<file path="config.mk">
export PLATFORM = sky130hd
export DESIGN_NAME = bdu_core
export DESIGN_NICKNAME = d
export VERILOG_FILES = /design/src/common/bdu_pkg.sv /design/src/bdu_core.sv
export SDC_FILE = /design/constraint.sdc
export NUM_CORES = 1
export LEC_CHECK = 0
export ABC_CLOCK_PERIOD_IN_PS = 4000
export BUFFER_PORTS_ARGS = -buffer_cell sky130_fd_sc_hd__clkbuf_2
export CAP_MARGIN = 0
export CORE_ASPECT_RATIO = 1.5
export CORE_UTILIZATION = 56
export CTS_CLUSTER_DIAMETER = 50
export DETAILED_ROUTE_END_ITERATION = 10
export PLACE_DENSITY = 0.89
export REMOVE_ABC_BUFFERS = 1
export SKIP_CTS_REPAIR_TIMING = 1
export SYNTH_ARGS = -nofsm -noshare
export SYNTH_HDL_FRONTEND = slang
export SYNTH_SLANG_ARGS = --single-unit
</file>
<file path="constraint.sdc">
create_clock -name clk_i -period 4 [get_ports clk_i]
set_input_delay 0.4 -clock clk_i [delete_from_list [all_inputs] [get_ports clk_i]]
set_output_delay 0.4 -clock clk_i [all_outputs]
set_load 0.05 [all_outputs]
</file>
<file path="src/common/bdu_pkg.sv">
`default_nettype none
package bdu_pkg;

  // ----------------------------------------------------------------
  // opcodes
  // ----------------------------------------------------------------
  localparam logic [3:0] ADJ_OP_HI = 4'hD;
  localparam logic [7:0] DECR_ACC_OP = 8'h14;
  localparam logic [7:0] DECR_DIR_OP = 8'h15;

  // ----------------------------------------------------------------
  // arithmetic constants
  // ----------------------------------------------------------------
  localparam logic [3:0] BCD_MAX = 4'h9;
  localparam logic [3:0] BCD_FIX = 4'h6;
  localparam logic [7:0] DECR_STEP = 8'h01;
  localparam logic [7:0] BYTE_ZERO = 8'h00;
  localparam logic [7:0] BYTE_FULL = 8'hFF;

  // ----------------------------------------------------------------
  // state counts and port addresses
  // ----------------------------------------------------------------
  localparam logic [2:0] STATES_DIR = 3'h2;
  localparam logic [2:0] STATES_PORT_EXTRA = 3'h2;
  localparam logic [2:0] CNT_LAST = 3'h1;
  localparam logic [7:0] PORT0_ADDR = 8'h80;
  localparam logic [7:0] PORT1_ADDR = 8'h90;
  localparam logic [7:0] PORT2_ADDR = 8'hA0;
  localparam logic [7:0] PORT3_ADDR = 8'hB0;

  // ----------------------------------------------------------------
  // types
  // ----------------------------------------------------------------
  typedef struct packed {
    logic carry_flag;
    logic aux_carry_flag;
    logic overflow_flag;
    logic neg;
    logic zero;
  } bdu_flags_s;

  typedef struct packed {
    logic valid;
    logic [7:0] opcode;
    logic [7:0] dir_addr;
    logic [7:0] acc;
    bdu_flags_s flags;
  } bdu_req_s;

  typedef enum logic [1:0] {
    BDU_IDLE = 2'b00,
    BDU_READ = 2'b01,
    BDU_WAIT = 2'b10
  } bdu_state_e;

endpackage
`default_nettype wire

</file>
<file path="src/bdu_core.sv">
// Contract
// - adjust adds six to a nibble above nine or with its carry flag set
// - adjust sets carry when the result overflows two decimal digits
// - a nibble fix without carry out leaves carry as it was
// - adjust leaves the overflow flag unchanged
// - adjust opcode has upper nibble 1101, one byte, one state
// - decrement subtracts one and writes back to the same place
// - port decrement reads the output latch, not the pins
// - accumulator decrement is opcode 0001 0100, one state
`timescale 1ns/100ps
`default_nettype none
module bdu_core #(
  parameter int DATA_W = 8
) (
  input wire logic clk_i,
  input wire logic rst_b_i,
  input wire logic en_i,
  input wire bdu_pkg::bdu_req_s req_i,
  input wire logic [7:0] rd_data_i,
  output logic busy_o,
  output logic done_o,
  output logic illegal_o,
  output logic [7:0] acc_o,
  output bdu_pkg::bdu_flags_s flags_o,
  output logic rd_o,
  output logic rd_latch_o,
  output logic [7:0] rd_addr_o,
  output logic wr_o,
  output logic [7:0] wr_addr_o,
  output logic [7:0] wr_data_o
);

  // ----------------------------------------------------------------
  // elaboration check
  // ----------------------------------------------------------------
  if (DATA_W != 8) begin : g_bad_width
    $error("bdu_core serves byte operands only");
  end

  // ----------------------------------------------------------------
  // decode helpers
  // ----------------------------------------------------------------
  function automatic logic is_port(input logic [7:0] a);
    is_port = (a == bdu_pkg::PORT0_ADDR) || (a == bdu_pkg::PORT1_ADDR) ||
              (a == bdu_pkg::PORT2_ADDR) || (a == bdu_pkg::PORT3_ADDR);
  endfunction

  // two-step adjust; carry only ever set, never cleared here
  function automatic logic [8:0] adj_calc(input logic [7:0] a, input logic cin,
                                          input logic aux);
    logic [8:0] t;
    logic c;
    t = {1'b0, a};
    c = cin;
    if (a[3:0] > bdu_pkg::BCD_MAX || aux) begin
      t = t + {5'h00, bdu_pkg::BCD_FIX};
      c = c | t[8];
    end
    if (t[7:4] > bdu_pkg::BCD_MAX || c) begin
      t = {1'b0, t[7:0]} + {1'b0, bdu_pkg::BCD_FIX, 4'h0};
      c = c | t[8];
    end
    adj_calc = {c, t[7:0]};
  endfunction

  bdu_pkg::bdu_state_e state_r;
  logic [2:0] cnt_r;
  logic [8:0] adj_res;
  logic [7:0] decr_acc;
  logic [7:0] decr_mem;
  logic [7:0] wb_val;
  logic idle;
  logic take_adj;
  logic take_deca;
  logic take_dir;

  assign idle = (state_r == bdu_pkg::BDU_IDLE);
  assign take_adj = idle && req_i.valid && (req_i.opcode[7:4] == bdu_pkg::ADJ_OP_HI);
  assign take_deca = idle && req_i.valid && (req_i.opcode == bdu_pkg::DECR_ACC_OP);
  assign take_dir = idle && req_i.valid && (req_i.opcode == bdu_pkg::DECR_DIR_OP);
  assign adj_res = adj_calc(req_i.acc, req_i.flags.carry_flag, req_i.flags.aux_carry_flag);
  // plain modulo subtract: 00H wraps, no error path exists
  assign decr_acc = req_i.acc - bdu_pkg::DECR_STEP;
  assign decr_mem = rd_data_i - bdu_pkg::DECR_STEP;
  // a plain direct decrement ends in its read state, before wr_data_o is loaded
  assign wb_val = (state_r == bdu_pkg::BDU_READ) ? decr_mem : wr_data_o;

  // ----------------------------------------------------------------
  // sequencing and memory side
  // ----------------------------------------------------------------
  always_ff @(posedge clk_i or negedge rst_b_i) begin
    if (!rst_b_i) begin
      state_r <= bdu_pkg::BDU_IDLE;
      cnt_r <= 3'h0;
      busy_o <= 1'b0;
      rd_o <= 1'b0;
      rd_latch_o <= 1'b0;
      rd_addr_o <= 8'h00;
      wr_o <= 1'b0;
      wr_addr_o <= 8'h00;
      wr_data_o <= 8'h00;
    end else if (en_i) begin
      rd_o <= 1'b0;
      wr_o <= 1'b0;
      unique case (state_r)
        bdu_pkg::BDU_IDLE: begin
          if (take_dir) begin
            state_r <= bdu_pkg::BDU_READ;
            busy_o <= 1'b1;
            rd_o <= 1'b1;
            rd_addr_o <= req_i.dir_addr;
            rd_latch_o <= is_port(req_i.dir_addr);
            cnt_r <= is_port(req_i.dir_addr) ? bdu_pkg::STATES_PORT_EXTRA : 3'h0;
          end
        end
        bdu_pkg::BDU_READ: begin
          // data is captured now; port accesses then idle for the extra states
          wr_addr_o <= rd_addr_o;
          wr_data_o <= decr_mem;
          if (cnt_r == 3'h0) begin
            state_r <= bdu_pkg::BDU_IDLE;
            busy_o <= 1'b0;
            wr_o <= 1'b1;
          end else begin
            state_r <= bdu_pkg::BDU_WAIT;
          end
        end
        bdu_pkg::BDU_WAIT: begin
          if (cnt_r == bdu_pkg::CNT_LAST) begin
            state_r <= bdu_pkg::BDU_IDLE;
            busy_o <= 1'b0;
            wr_o <= 1'b1;
          end
          cnt_r <= cnt_r - 3'h1;
        end
        default: begin
          state_r <= bdu_pkg::BDU_IDLE;
          busy_o <= 1'b0;
        end
      endcase
    end
  end

  // ----------------------------------------------------------------
  // completion and result
  // ----------------------------------------------------------------
  always_ff @(posedge clk_i or negedge rst_b_i) begin
    if (!rst_b_i) begin
      done_o <= 1'b0;
      illegal_o <= 1'b0;
      acc_o <= 8'h00;
      flags_o <= '0;
    end else if (en_i) begin
      done_o <= 1'b0;
      illegal_o <= 1'b0;
      if (take_adj) begin
        done_o <= 1'b1;
        acc_o <= adj_res[7:0];
        flags_o <= req_i.flags;
        flags_o.carry_flag <= adj_res[8];
        flags_o.neg <= adj_res[7];
        flags_o.zero <= (adj_res[7:0] == bdu_pkg::BYTE_ZERO);
      end else if (take_deca) begin
        done_o <= 1'b1;
        acc_o <= decr_acc;
        flags_o <= req_i.flags;
        flags_o.neg <= decr_acc[7];
        flags_o.zero <= (decr_acc == bdu_pkg::BYTE_ZERO);
      end else if (idle && req_i.valid && !take_dir) begin
        done_o <= 1'b1;
        illegal_o <= 1'b1;
      end else if ((state_r == bdu_pkg::BDU_READ && cnt_r == 3'h0) ||
                   (state_r == bdu_pkg::BDU_WAIT && cnt_r == bdu_pkg::CNT_LAST)) begin
        done_o <= 1'b1;
        flags_o.neg <= wb_val[7];
        flags_o.zero <= (wb_val == bdu_pkg::BYTE_ZERO);
      end
    end
  end

  logic [7:0] acc_in;
  assign acc_in = req_i.acc;
endmodule
`default_nettype wire

</file>
======== Yosys cells after proc, flatten, opt, wreduce, memory -nomap -nowiden ========
Index checks and enable logic that the tools add are counted.
operators by class
  add/sub/neg operators ................... 5
  $mul .................................... 0
  div/mod/pow operators ................... 0
  order comparisons ....................... 2
  equality and inequality tests ........... 14
  shift operators ......................... 0
  muxes and demuxes ....................... 35
  bitwise operators ....................... 2
  reduce and logical (&&, ||, !) cells .... 29
operators with widths
  cell                                                                      number
  8-bit two-way mux                                                         5
  8-bit == test (second input constant)                                     4
  8-bit logical NOT                                                         3
  8-bit by 5-bit == test with 1-bit output (second input constant)          2
  1-bit two-way mux                                                         16
  8-bit by 1-bit subtractor with 8-bit output (second input constant)       2
  2-bit two-way mux                                                         7
  3-bit AND reduction                                                       4
  8-bit by 3-bit adder with 9-bit output (second input constant)            1
  8-bit by 7-bit adder with 9-bit output (second input constant)            1
  4-bit greater-than comparator (second input constant)                     2
  1-bit logical AND                                                         7
  1-bit logical OR                                                          6
  3-bit two-way mux                                                         2
  2-bit one-hot mux with 3 select lines                                     1
  3-bit one-hot mux with 2 select lines                                     1
  5-bit two-way mux                                                         1
  4-bit == test (second input constant)                                     1
  2-bit by 1-bit inequality test with 1-bit output (second input constant)  2
  2-bit AND reduction                                                       2
  4-bit AND reduction                                                       1
  2-bit nonzero test                                                        2
  3-bit by 1-bit == test with 1-bit output (second input constant)          1
  3-bit logical NOT                                                         1
  other kinds (11)                                                          12
word-level totals
  bits in registers ....................... 48
  bits in latches ......................... 0
  RAM bits ................................ 0
  bits in read-only memories .............. 0
  output and inout bits ................... 43
  word-level logic and storage cells ...... 104
  memories ................................ 0

======== Depth between registers and ports, before layout ========
Gate-level depths: netlist (run 1).
  depth in word-level cells ............... 8
  depth in mapped cells ................... 11
  gate-level depth less buffers ........... 10

======== Worst setup path before layout (run 1) ========
Ideal clock, no wire load.
  path kind ............................... in2reg
  start ................................... input port req_i[6] in the netlist's numbering
  end ..................................... register flags_o[0] in the netlist's numbering
  library setup time ...................... 0.095 ns
  data arrival time ....................... 2.193 ns
  setup slack ............................. 1.711 ns
  cell stages on the path ................. 10
  buffers on the path ..................... 0
  cell sequence ........................... inv_1 -> ha_1 -> nor2_2 -> o311a_2 -> xnor2_1 -> ha_1 -> a311o_1 -> nand2_1 -> nand4_1 -> o31ai_1
between the ends
  longest elaborated chain between the ends .. 8
  elaborated cells between the ends (all ways) .. 15
  classes of those cells .................. add/sub (3); order compare (2); mux (5); bitwise (1); reduce/logical (4)
ends and longest elaborated chain
  element                                                                         line             RTL
  start: declaration                                                              bdu_core.sv:18   input wire bdu_pkg::bdu_req_s req_i,
  branches (longest 7 deep; another with 8-bit by 3-bit adder with 9-bit output)  n/a
  5-bit two-way mux (*)                                                           bdu_core.sv:156  if (take_adj) begin
  end signal: assignment                                                          bdu_core.sv:159  flags_o <= req_i.flags;
  end signal: assignment                                                          bdu_core.sv:166  flags_o <= req_i.flags;
  end: declaration                                                                bdu_core.sv:24   output bdu_pkg::bdu_flags_s flags_o,
Mark *: on every way between the ends.
A chain may end at the register's enable or synchronous reset.

======== Worst setup path in the final report (run 1) ========
  start ................................... register state_r[0]
  end ..................................... register flags_o[0] in the netlist's numbering
between the ends
  longest elaborated chain between the ends .. 7
  elaborated cells between the ends (all ways) .. 21
  classes of those cells .................. eq/ne (3); mux (5); reduce/logical (13)
ends and longest elaborated chain
  element                          line             RTL
  start: declaration               bdu_core.sv:66   bdu_pkg::bdu_state_e state_r;
  start signal: assignment         bdu_core.sv:93   state_r <= bdu_pkg::BDU_IDLE;
  start signal: assignment         bdu_core.sv:108  state_r <= bdu_pkg::BDU_READ;
  start signal: assignment         bdu_core.sv:121  state_r <= bdu_pkg::BDU_IDLE;
  2-bit logical NOT (*)            bdu_core.sv:77   assign idle = (state_r == bdu_pkg::BDU_IDLE);
  named net idle                   bdu_core.sv:72   logic idle;
  1-bit logical AND (*)            n/a
  1-bit logical AND                bdu_core.sv:80   assign take_dir = idle && req_i.valid && (req_i.opcode == bdu_pkg::DECR_DIR_OP);
  1-bit logical NOT                bdu_core.sv:169  end else if (idle && req_i.valid && !take_dir) begin
  1-bit logical AND                bdu_core.sv:169
  3-bit inequality test (no line)  n/a
  3-bit AND reduction (no line)    n/a
The timed path passes the listed nets; every way through them passes the cells marked *. The select of a mux whose other input is x is not followed.

==> flow_metrics.env, run 1 <==
export IMPL_layout_nets=449
export IMPL_worstPathCellList="inv_1, ha_1, and2_0, nand4_2, nand2_1, nand2_1, and3_1, a31oi_1, o31ai_1"
export IMPL_pwr_share_comb_pct=47.3
export IMPL_clock_skew_ns=0.00390
export IMPL_outcome="complete, no violations"
export IMPL_num_io_pins=84
export IMPL_cts_tree="yes"
export IMPL_period_needed_ns=2.57
export IMPL_routed_wirelength_um=6450
export IMPL_drive_above_1_share_pct=28.1
export IMPL_grt_remaining_overflow=0
export IMPL_dpl_instance_area_mm2=0.00331
export IMPL_criticalPathCategory="flop to flop"
export IMPL_crit_slowest_cell="dfrtp_1"
export IMPL_ys_seq_elements=48
export IMPL_ant_nets=0
export IMPL_cp_required_ns=4.19
export IMPL_relSlewSlack_pct=50.4
export IMPL_drv_slew=0
export IMPL_rsz0062_at_grt="false"
export IMPL_syn_avg_cell_area_um2=8.97
export IMPL_ir_drop_mv=0.399
export IMPL_p_sw_w=0.000890
export IMPL_setup_viol=0
export IMPL_clock_root_buffer="clkbuf_8"
export IMPL_slowest_delay_ns=0.41
export IMPL_worst_slew_pin_slew_ns=0.742
export IMPL_antenna_found_initial=0
export IMPL_clk_insertion_delay_late_ns=0.30
export IMPL_drt_initial_drc_count=210
export IMPL_switching_share_pct=47.2
export IMPL_dp_worst_setup_slack_ns=1.33
export IMPL_start_kind="flop"
export IMPL_synth_ff_type="dfrtp_1"
export IMPL_internal_power_w=0.000997
export IMPL_tns_ns=0
export IMPL_vias=2583
export IMPL_grt_pass1_wl_um=10600
export IMPL_dieWidth_um=60.7
export IMPL_vias_per_cell=5.57
export IMPL_die_area_mm2=0.00547
export IMPL_critical_path_buf_inv_count=1
export IMPL_clockBufferDepth=2
export IMPL_placementRows=31
export IMPL_ys_warn_count=0
export IMPL_synth_top_area_cell="dfrtp_1"
export IMPL_cp_end_kind="flop"
export IMPL_final_common_cell="clkbuf_2"
export IMPL_cts_sinks=48
export IMPL_stdcell_area_mm2=0.00341
export IMPL_dp_hpwl_um=4950
export IMPL_drt_first_pass_iters=4
export IMPL_n_antenna_cell=0
export IMPL_ys_types=55
export IMPL_htree_levels=2
export IMPL_finalHoldViolations=0
export IMPL_grt_util_all_layers_pct=25.2
export IMPL_grt_max_degree=49
export IMPL_clock_power_share_pct=16.1
export IMPL_cts_made_buffers=5
export IMPL_cp_top_family="simple AND/OR/NAND/NOR gates"
export IMPL_arrival_ns=2.76
export IMPL_syn_area_mm2=0.00290
export IMPL_first_global_vias=2473
export IMPL_power_density_mw_per_mm2=554
export IMPL_chipHeight_um=90.1
export IMPL_pwr_share_seq_pct=36.6
export IMPL_crit_path_frequent_cell="nand2_1"
export IMPL_core_area_mm2=0.00489
export IMPL_path_clk_slew_ns=0.09
export IMPL_routabilityCongestion=0.880
export IMPL_power_w=0.00189
export IMPL_synth_edf_count=0
export IMPL_max_freq_mhz=389
export IMPL_seqCellArea_mm2=0.00120
export IMPL_initial_core_util_pct=59.3
export IMPL_port_buffer_count=81
export IMPL_yosysSeqAreaShare_pct=41.5
export IMPL_path_max_fanout=23
export IMPL_area_growth_pct=17.6
export IMPL_fin_ws_ns=1.43
export IMPL_synth_top_area_share_pct=41.5
export IMPL_drcViolationCount=0
export IMPL_syn_instance_count=323
export IMPL_wl_per_cell_um=13.9
export IMPL_period_share_pct=64.3
export IMPL_synth_area_leaders="dfrtp_1 41%, nand2_1 9.1%, ha_1 4.7%, o21ai_0 4.7%, mux2_2 4.3%"
export IMPL_filler_cell_count=402
export IMPL_final_cell_mix="81 x clkbuf_2, 70 x nand2_1, 48 x dfrtp_1"
export IMPL_multiInputGateArea_mm2=0.00155
export IMPL_async_flop_share_pct=100
export IMPL_cap_violations=0
export IMPL_leakage_nw=1.69
export IMPL_hold_class="input port to async pin"
## registers in the layout, indices dropped and copies added, names as in the netlist, 2 cells and up
name       cells
acc_o          8
rd_addr_o      8
wr_addr_o      8
wr_data_o      8
flags_o        5
cnt_r          3
state_r        2
## layout make-up
class                           count  share of cell area (%)
Multi-Input combinational cell    243                    45.6
Sequential cell                    48                    35.3
Timing Repair Buffer               82                    12.1
Clock buffer                        7                    2.53
Tap cell                           66                    2.42
Inverter                           17                    1.87
Clock inverter                      1                   0.220
## per-layer routing
| metal | global-route usage, % | wire (um) | up-vias | share of wire (%) |
|---|---|---|---|---|
| met5 | 0 | 0 | - | 0 |
| met4 | 8.90 | 150 | 0 | 2.3 |
| met3 | 5.90 | 392 | 15 | 6.1 |
| met2 | 44.0 | 3380 | 98 | 52 |
| met1 | 28.9 | 2530 | 1192 | 39 |
| li1 | - | - | 1278 | - |
## cells by family after synthesis
| kind of cell | Yosys count | share of synthesized area (%) |
|---|---|---|
| fa+ha+maj | 11 | 4.75 |
| flops | 48 | 41.5 |
| compound gates | 70 | 16.7 |
| simple gates | 129 | 20.7 |
| buf+inv | 32 | 4.97 |
| xor+xnor | 17 | 5.40 |
| mux | 16 | 6.00 |
## cells in the mapped netlist (7+ instances only)
cell      number
inv_1         17
o21ai_0       27
ha_1          11
xnor2_1       14
mux2_2        11
clkbuf_1       8
nor2_1        18
nand2_1       70
a21oi_1       13
nand3_1        7
dfrtp_1       48
## through the flow
step                instances  hold slack (ns)  util, %
floorplan                 308            0.104        -
global placement          456            0.463     67.8
detailed placement        456            0.463     67.8
CTS                       464            0.202     69.7
global route              464            0.241     69.7
finish                    464            0.167     69.7
## power by group through the flow
| stage | registers (W) | logic (W) | clock network (W) |
|---|---|---|---|
| final | 0.000691 | 0.000893 | 0.000303 |
| after global routing | 0.000708 | 0.000967 | 0.000324 |
| after CTS | 0.000692 | 0.000897 | 0.000307 |
| after detailed placement | 0.000702 | 0.000893 | 0 |
| after global placement | 0.000697 | 0.000872 | 0 |
| after floorplan | 0.00104 | 0.000315 | 0 |
## worst paths after layout
check,from,end,slack (ns),cells past startpoint
max in group asynchronous,rst_b_i,wr_data_o[0],3.41,2
min in group clk_i,req_i[18],rd_addr_o[5],0.30,3
min reg2reg,acc_o[5],acc_o[5],0.48,2
max,state_r[0],flags_o[0],1.43,9
min,rst_b_i,rd_addr_o[6],0.17,2
max reg2reg,state_r[0],flags_o[0],1.43,9
Power figures use the tool's default switching activity.
==> run 2: changes to the inputs <==
Settings changed: ABC_CLOCK_PERIOD_IN_PS 4000 to 2100, CORE_UTILIZATION 56 to 47, PLACE_DENSITY 0.89 to 0.8.
Clock period 4 ns to 2.1 ns, I/O delays scaled along.
==> run 2 against run 1 <==
Against the previous run: non-clock buffer count is 26 higher; register-to-register slack worse by 1.3 ns; worst hold slack worse by 0.19 ns; cell area is 6.0% higher; combinational power is 98% higher; the flow now finishes with violations (negative hold slack); highest routed layer unchanged; sequential power is 92% higher; critical path depth stayed put; fmax is 32% higher; sequential cell count stayed put; routed wire length is 6.8% higher; sequential share of layout area is 2.0 points lower.
==> flow_metrics.env, run 2 (synthesis gave the netlist of run 1 again) <==
export IMPL_die_area_mm2=0.00649
export IMPL_cap_violations=0
export IMPL_grt_pass1_wl_um=11400
export IMPL_hold_ws_ns=-0.0253
export IMPL_clockBufferDepth=2
export IMPL_start_kind="flop"
export IMPL_routabilityCongestion=0.976
export IMPL_vias=2705
export IMPL_cts_tree="yes"
export IMPL_final_cell_mix="81 x clkbuf_2, 70 x nand2_1, 48 x dfrtp_1"
export IMPL_num_io_pins=84
export IMPL_grt_remaining_overflow=0
export IMPL_grt_util_all_layers_pct=22.6
export IMPL_vias_per_cell=5.45
export IMPL_grt_max_degree=49
export IMPL_clk_insertion_delay_late_ns=0.31
export IMPL_finalHoldViolations=33
export IMPL_chipHeight_um=98.2
export IMPL_outcome="complete, but fails checks"
export IMPL_drive_above_1_share_pct=33.0
export IMPL_period_share_pct=93.0
export IMPL_use_met2_pct=40.0
export IMPL_placementRows=34
export IMPL_dpl_instance_area_mm2=0.00352
export IMPL_drv_slew=0
export IMPL_stdcell_area_mm2=0.00361
export IMPL_drt_first_pass_iters=6
export IMPL_layout_nets=475
export IMPL_max_freq_mhz=512
export IMPL_wl_per_cell_um=13.9
export IMPL_port_buffer_count=81
export IMPL_period_needed_ns=1.95
export IMPL_drt_initial_drc_count=138
export IMPL_path_clk_slew_ns=0.09
export IMPL_seqCellArea_mm2=0.00120
export IMPL_grt_util_met1_pct=25.9
export IMPL_setup_viol=0
export IMPL_dieWidth_um=66.1
export IMPL_leakage_nw=1.83
export IMPL_dp_hpwl_um=5480
export IMPL_area_growth_pct=24.7
export IMPL_cts_sinks=48
export IMPL_htree_levels=2
export IMPL_initial_core_util_pct=49.4
export IMPL_power_density_mw_per_mm2=1020
export IMPL_relSlewSlack_pct=60.3
export IMPL_criticalPathCategory="flop to flop"
export IMPL_core_area_mm2=0.00587
export IMPL_drcViolationCount=0
export IMPL_rsz0062_at_grt="false"
export IMPL_first_global_vias=2569
export IMPL_ant_nets=0
export IMPL_final_common_cell="clkbuf_2"
export IMPL_violations="negative hold slack"
export IMPL_routed_wirelength_um=6880
export IMPL_cp_end_kind="flop"
export IMPL_filler_cell_count=524
export IMPL_cts_made_buffers=5
export IMPL_cp_required_ns=2.32
export IMPL_ir_drop_mv=0.816
export IMPL_busiest_layer="met2"
export IMPL_clock_skew_ns=0.00724
export IMPL_worst_slew_pin_slew_ns=0.595
export IMPL_hold_class="input port to async pin"
export IMPL_clock_root_buffer="clkbuf_8"
export IMPL_n_antenna_cell=0
export IMPL_multiInputGateArea_mm2=0.00155
export IMPL_path_max_fanout=5
export IMPL_antenna_found_initial=0
export IMPL_grt_met3_usage_pct=5.26
export IMPL_arrival_ns=2.17
run 2: where the power goes:
group / total [W] / switching, W / internal [W]
registers: 0.00133 / 0.000168 / 0.00116
clock network: 0.000582 / 0.000337 / 0.000245
logic: 0.00177 / 0.00124 / 0.000524
total: 0.00368 / 0.00175 / 0.00193
run 2: worst paths after layout:
check,from,slack (ns),to,depth (start not counted)
max in group asynchronous,rst_b_i,1.71,acc_o[2],2
setup reg to reg,state_r[1],0.15,flags_o[0],9
setup / recovery,state_r[1],0.15,flags_o[0],9
hold / removal,rst_b_i,-0.03,rd_addr_o[7],2
min in group clk_i,req_i[18],0.10,rd_addr_o[5],3
hold reg to reg,flags_o[4],0.48,flags_o[4],2
run 2: critical path, stage by stage, from the launching register on:
cell and delay [ns]:
dfrtp_1 0.40, inv_1 0.10, ha_1 0.19, and2_1 0.22
nand4b_1 0.15, buf_4 0.17, a2111o_1 0.36, o21ai_0 0.09
a31oi_1 0.11, o31ai_1 0.07
run 2: routing by layer:
metal,vias to the layer above,wire [um]
met5,-,0
met4,0,166
met3,16,430
met2,94,3500
met1,1262,2790
li1,1333,-
run 2: layout make-up:
| class | count | share of cell area (%) |
|---|---|---|
| clock buffer | 5 | 1.91 |
| multi-input combinational | 243 | 43.0 |
| clock inverter | 3 | 0.727 |
| timing repair buffer | 108 | 16.8 |
| tap | 72 | 2.49 |
| inverter | 17 | 1.77 |
| sequential | 48 | 33.3 |
run 2: per-stage QoR:
stage / setup WS (ns) / TNS, ns / util [%] / instances / total power [W]
after floorplan: -0.0374 / -0.0421 / - / 308 / 0.00258
after global placement: -0.0374 / -0.0950 / 59.9 / 488 / 0.00307
after detailed placement: -0.103 / -0.301 / 59.9 / 488 / 0.00312
after CTS: 0.0463 / 0 / 61.5 / 496 / 0.00371
after global routing: 0.000864 / 0 / 61.5 / 496 / 0.00391
final: 0.148 / 0 / 61.5 / 496 / 0.00368
==> run 3: changes to the inputs <==
Settings changed: CORE_UTILIZATION 47 to 45.
==> run 3 against run 2 <==
Against the previous run: the run now ends clean; core utilization down 3.3 points; critical path depth is 1 lower; sequential cell count unchanged.
==> flow_metrics.env, run 3 (synthesis gave the netlist of run 1 again) <==
export IMPL_area_growth_pct=24.2
export IMPL_cts_sinks=48
export IMPL_layout_nets=474
export IMPL_cp_end_kind="flop"
export IMPL_period_needed_ns=1.92
export IMPL_criticalPathCategory="flop to flop"
export IMPL_ant_nets=0
export IMPL_die_area_mm2=0.00677
export IMPL_stdcell_area_mm2=0.00360
export IMPL_p_sw_w=0.00170
export IMPL_period_share_pct=91.5
export IMPL_slowest_delay_ns=0.38
export IMPL_path_clk_slew_ns=0.09
export IMPL_pwr_share_seq_pct=36.9
export IMPL_clock_root_buffer="clkbuf_8"
export IMPL_drcViolationCount=0
export IMPL_grt_pass1_wl_um=11500
export IMPL_wl_per_cell_um=14.2
export IMPL_htree_levels=2
export IMPL_routabilityCongestion=0.866
export IMPL_fin_cells=496
export IMPL_hold_ws_ns=0.00523
export IMPL_grt_util_all_layers_pct=22.0
export IMPL_cp_required_ns=2.27
export IMPL_drv_slew=0
export IMPL_setup_viol=0
export IMPL_vias=2704
export IMPL_max_freq_mhz=521
export IMPL_cts_tree="yes"
export IMPL_outcome="complete, no violations"
export IMPL_chipHeight_um=100
export IMPL_start_kind="flop"
export IMPL_critical_path_buf_inv_count=2
export IMPL_routed_wirelength_um=7060
export IMPL_power_density_mw_per_mm2=1000
export IMPL_switching_share_pct=47.2
export IMPL_cp_top_family="simple AND/OR/NAND/NOR gates"
export IMPL_grt_max_degree=49
export IMPL_drt_first_pass_iters=5
export IMPL_cts_made_buffers=5
export IMPL_antenna_found_initial=0
export IMPL_final_common_cell="clkbuf_2"
export IMPL_clock_power_share_pct=14.4
export IMPL_final_cell_mix="81 x clkbuf_2, 70 x nand2_1, 48 x dfrtp_1"
export IMPL_grt_remaining_overflow=0
export IMPL_path_max_fanout=6
export IMPL_clk_insertion_delay_late_ns=0.29
export IMPL_placed_cells=488
export IMPL_first_global_vias=2593
export IMPL_core_area_mm2=0.00617
export IMPL_vias_per_cell=5.45
export IMPL_clock_skew_ns=0.00656
export IMPL_relSlewSlack_pct=60.3
export IMPL_cap_violations=0
export IMPL_dp_hpwl_um=5580
export IMPL_pwr_share_comb_pct=48.7
export IMPL_n_antenna_cell=0
export IMPL_worst_slew_pin_slew_ns=0.595
export IMPL_r2r_slack_ns=0.18
export IMPL_dieWidth_um=67.5
export IMPL_clockBufferDepth=2
export IMPL_port_buffer_count=81
export IMPL_hold_class="input port to async pin"
export IMPL_placementRows=35
export IMPL_num_io_pins=84
export IMPL_initial_core_util_pct=46.9
export IMPL_finalHoldViolations=0
export IMPL_drive_above_1_share_pct=33.6
export IMPL_power_w=0.00360
export IMPL_internal_power_w=0.00190
export IMPL_ir_drop_mv=0.567
export IMPL_worstPathCellList="inv_1, ha_1, and2_2, and4_2, buf_4, o22ai_1, xnor2_1, o21ai_0"
export IMPL_drt_initial_drc_count=120
export IMPL_crit_slowest_cell="dfrtp_1"
export IMPL_dpl_instance_area_mm2=0.00350
export IMPL_arrival_ns=2.09
export IMPL_leakage_nw=1.81
export IMPL_tns_ns=0
run 3: cell types whose count changed in the layout (fill, tap and decap cells not counted), sizes merged:
cell    previous run  this run
clkbuf            86        87
buf               27        26
inv               19        17
run 3: cell type report:
cell class / instances / area (um^2)
fill: 581 / 2580
multi-input combinational: 243 / 1560
sequential: 48 / 1200
timing repair buffer: 107 / 601
inverter: 17 / 63.8
clock inverter: 1 / 5.00
clock buffer: 6 / 72.6
tap: 74 / 92.6
run 3: final timing paths:
check,from,endpoint,cells past startpoint
worst max register to register,state_r[0],acc_o[3],8
max in group asynchronous,rst_b_i,wr_data_o[0],2
worst min register to register,acc_o[5],acc_o[5],2
worst min-delay path,rst_b_i,wr_o,2
min in group clk_i,req_i[17],rd_addr_o[4],3
worst max-delay path,state_r[0],acc_o[3],8
run 3: power groups by stage:
stage	Clock (W)	Combinational, W	Sequential [W]
final	0.000518	0.00176	0.00133
after global routing	0.000567	0.00191	0.00136
after CTS	0.000534	0.00176	0.00133
after detailed placement	0	0.00175	0.00135
after global placement	0	0.00172	0.00133
after floorplan	0	0.000601	0.00198
run 3: per-layer routing:
layer | track usage, % | share of wire, % | vias to the layer above
met3 | 3.52 | 3.8 | 10
met1 | 23.5 | 39 | 1287
li1 | - | - | 1332
met2 | 41.6 | 55 | 75
met4 | 7.53 | 1.8 | 0
met5 | 0 | 0 | -
run 3: per-stage QoR:
stage	setup WS [ns]	utilization (%)
5_1_grt	-0.00987	58.3
4_1_cts	0.0733	58.0
2_1_floorplan	-0.0374	-
3_3_place_gp	-0.0598	56.7
6_report	0.179	58.3
3_5_place_dp	-0.167	56.7
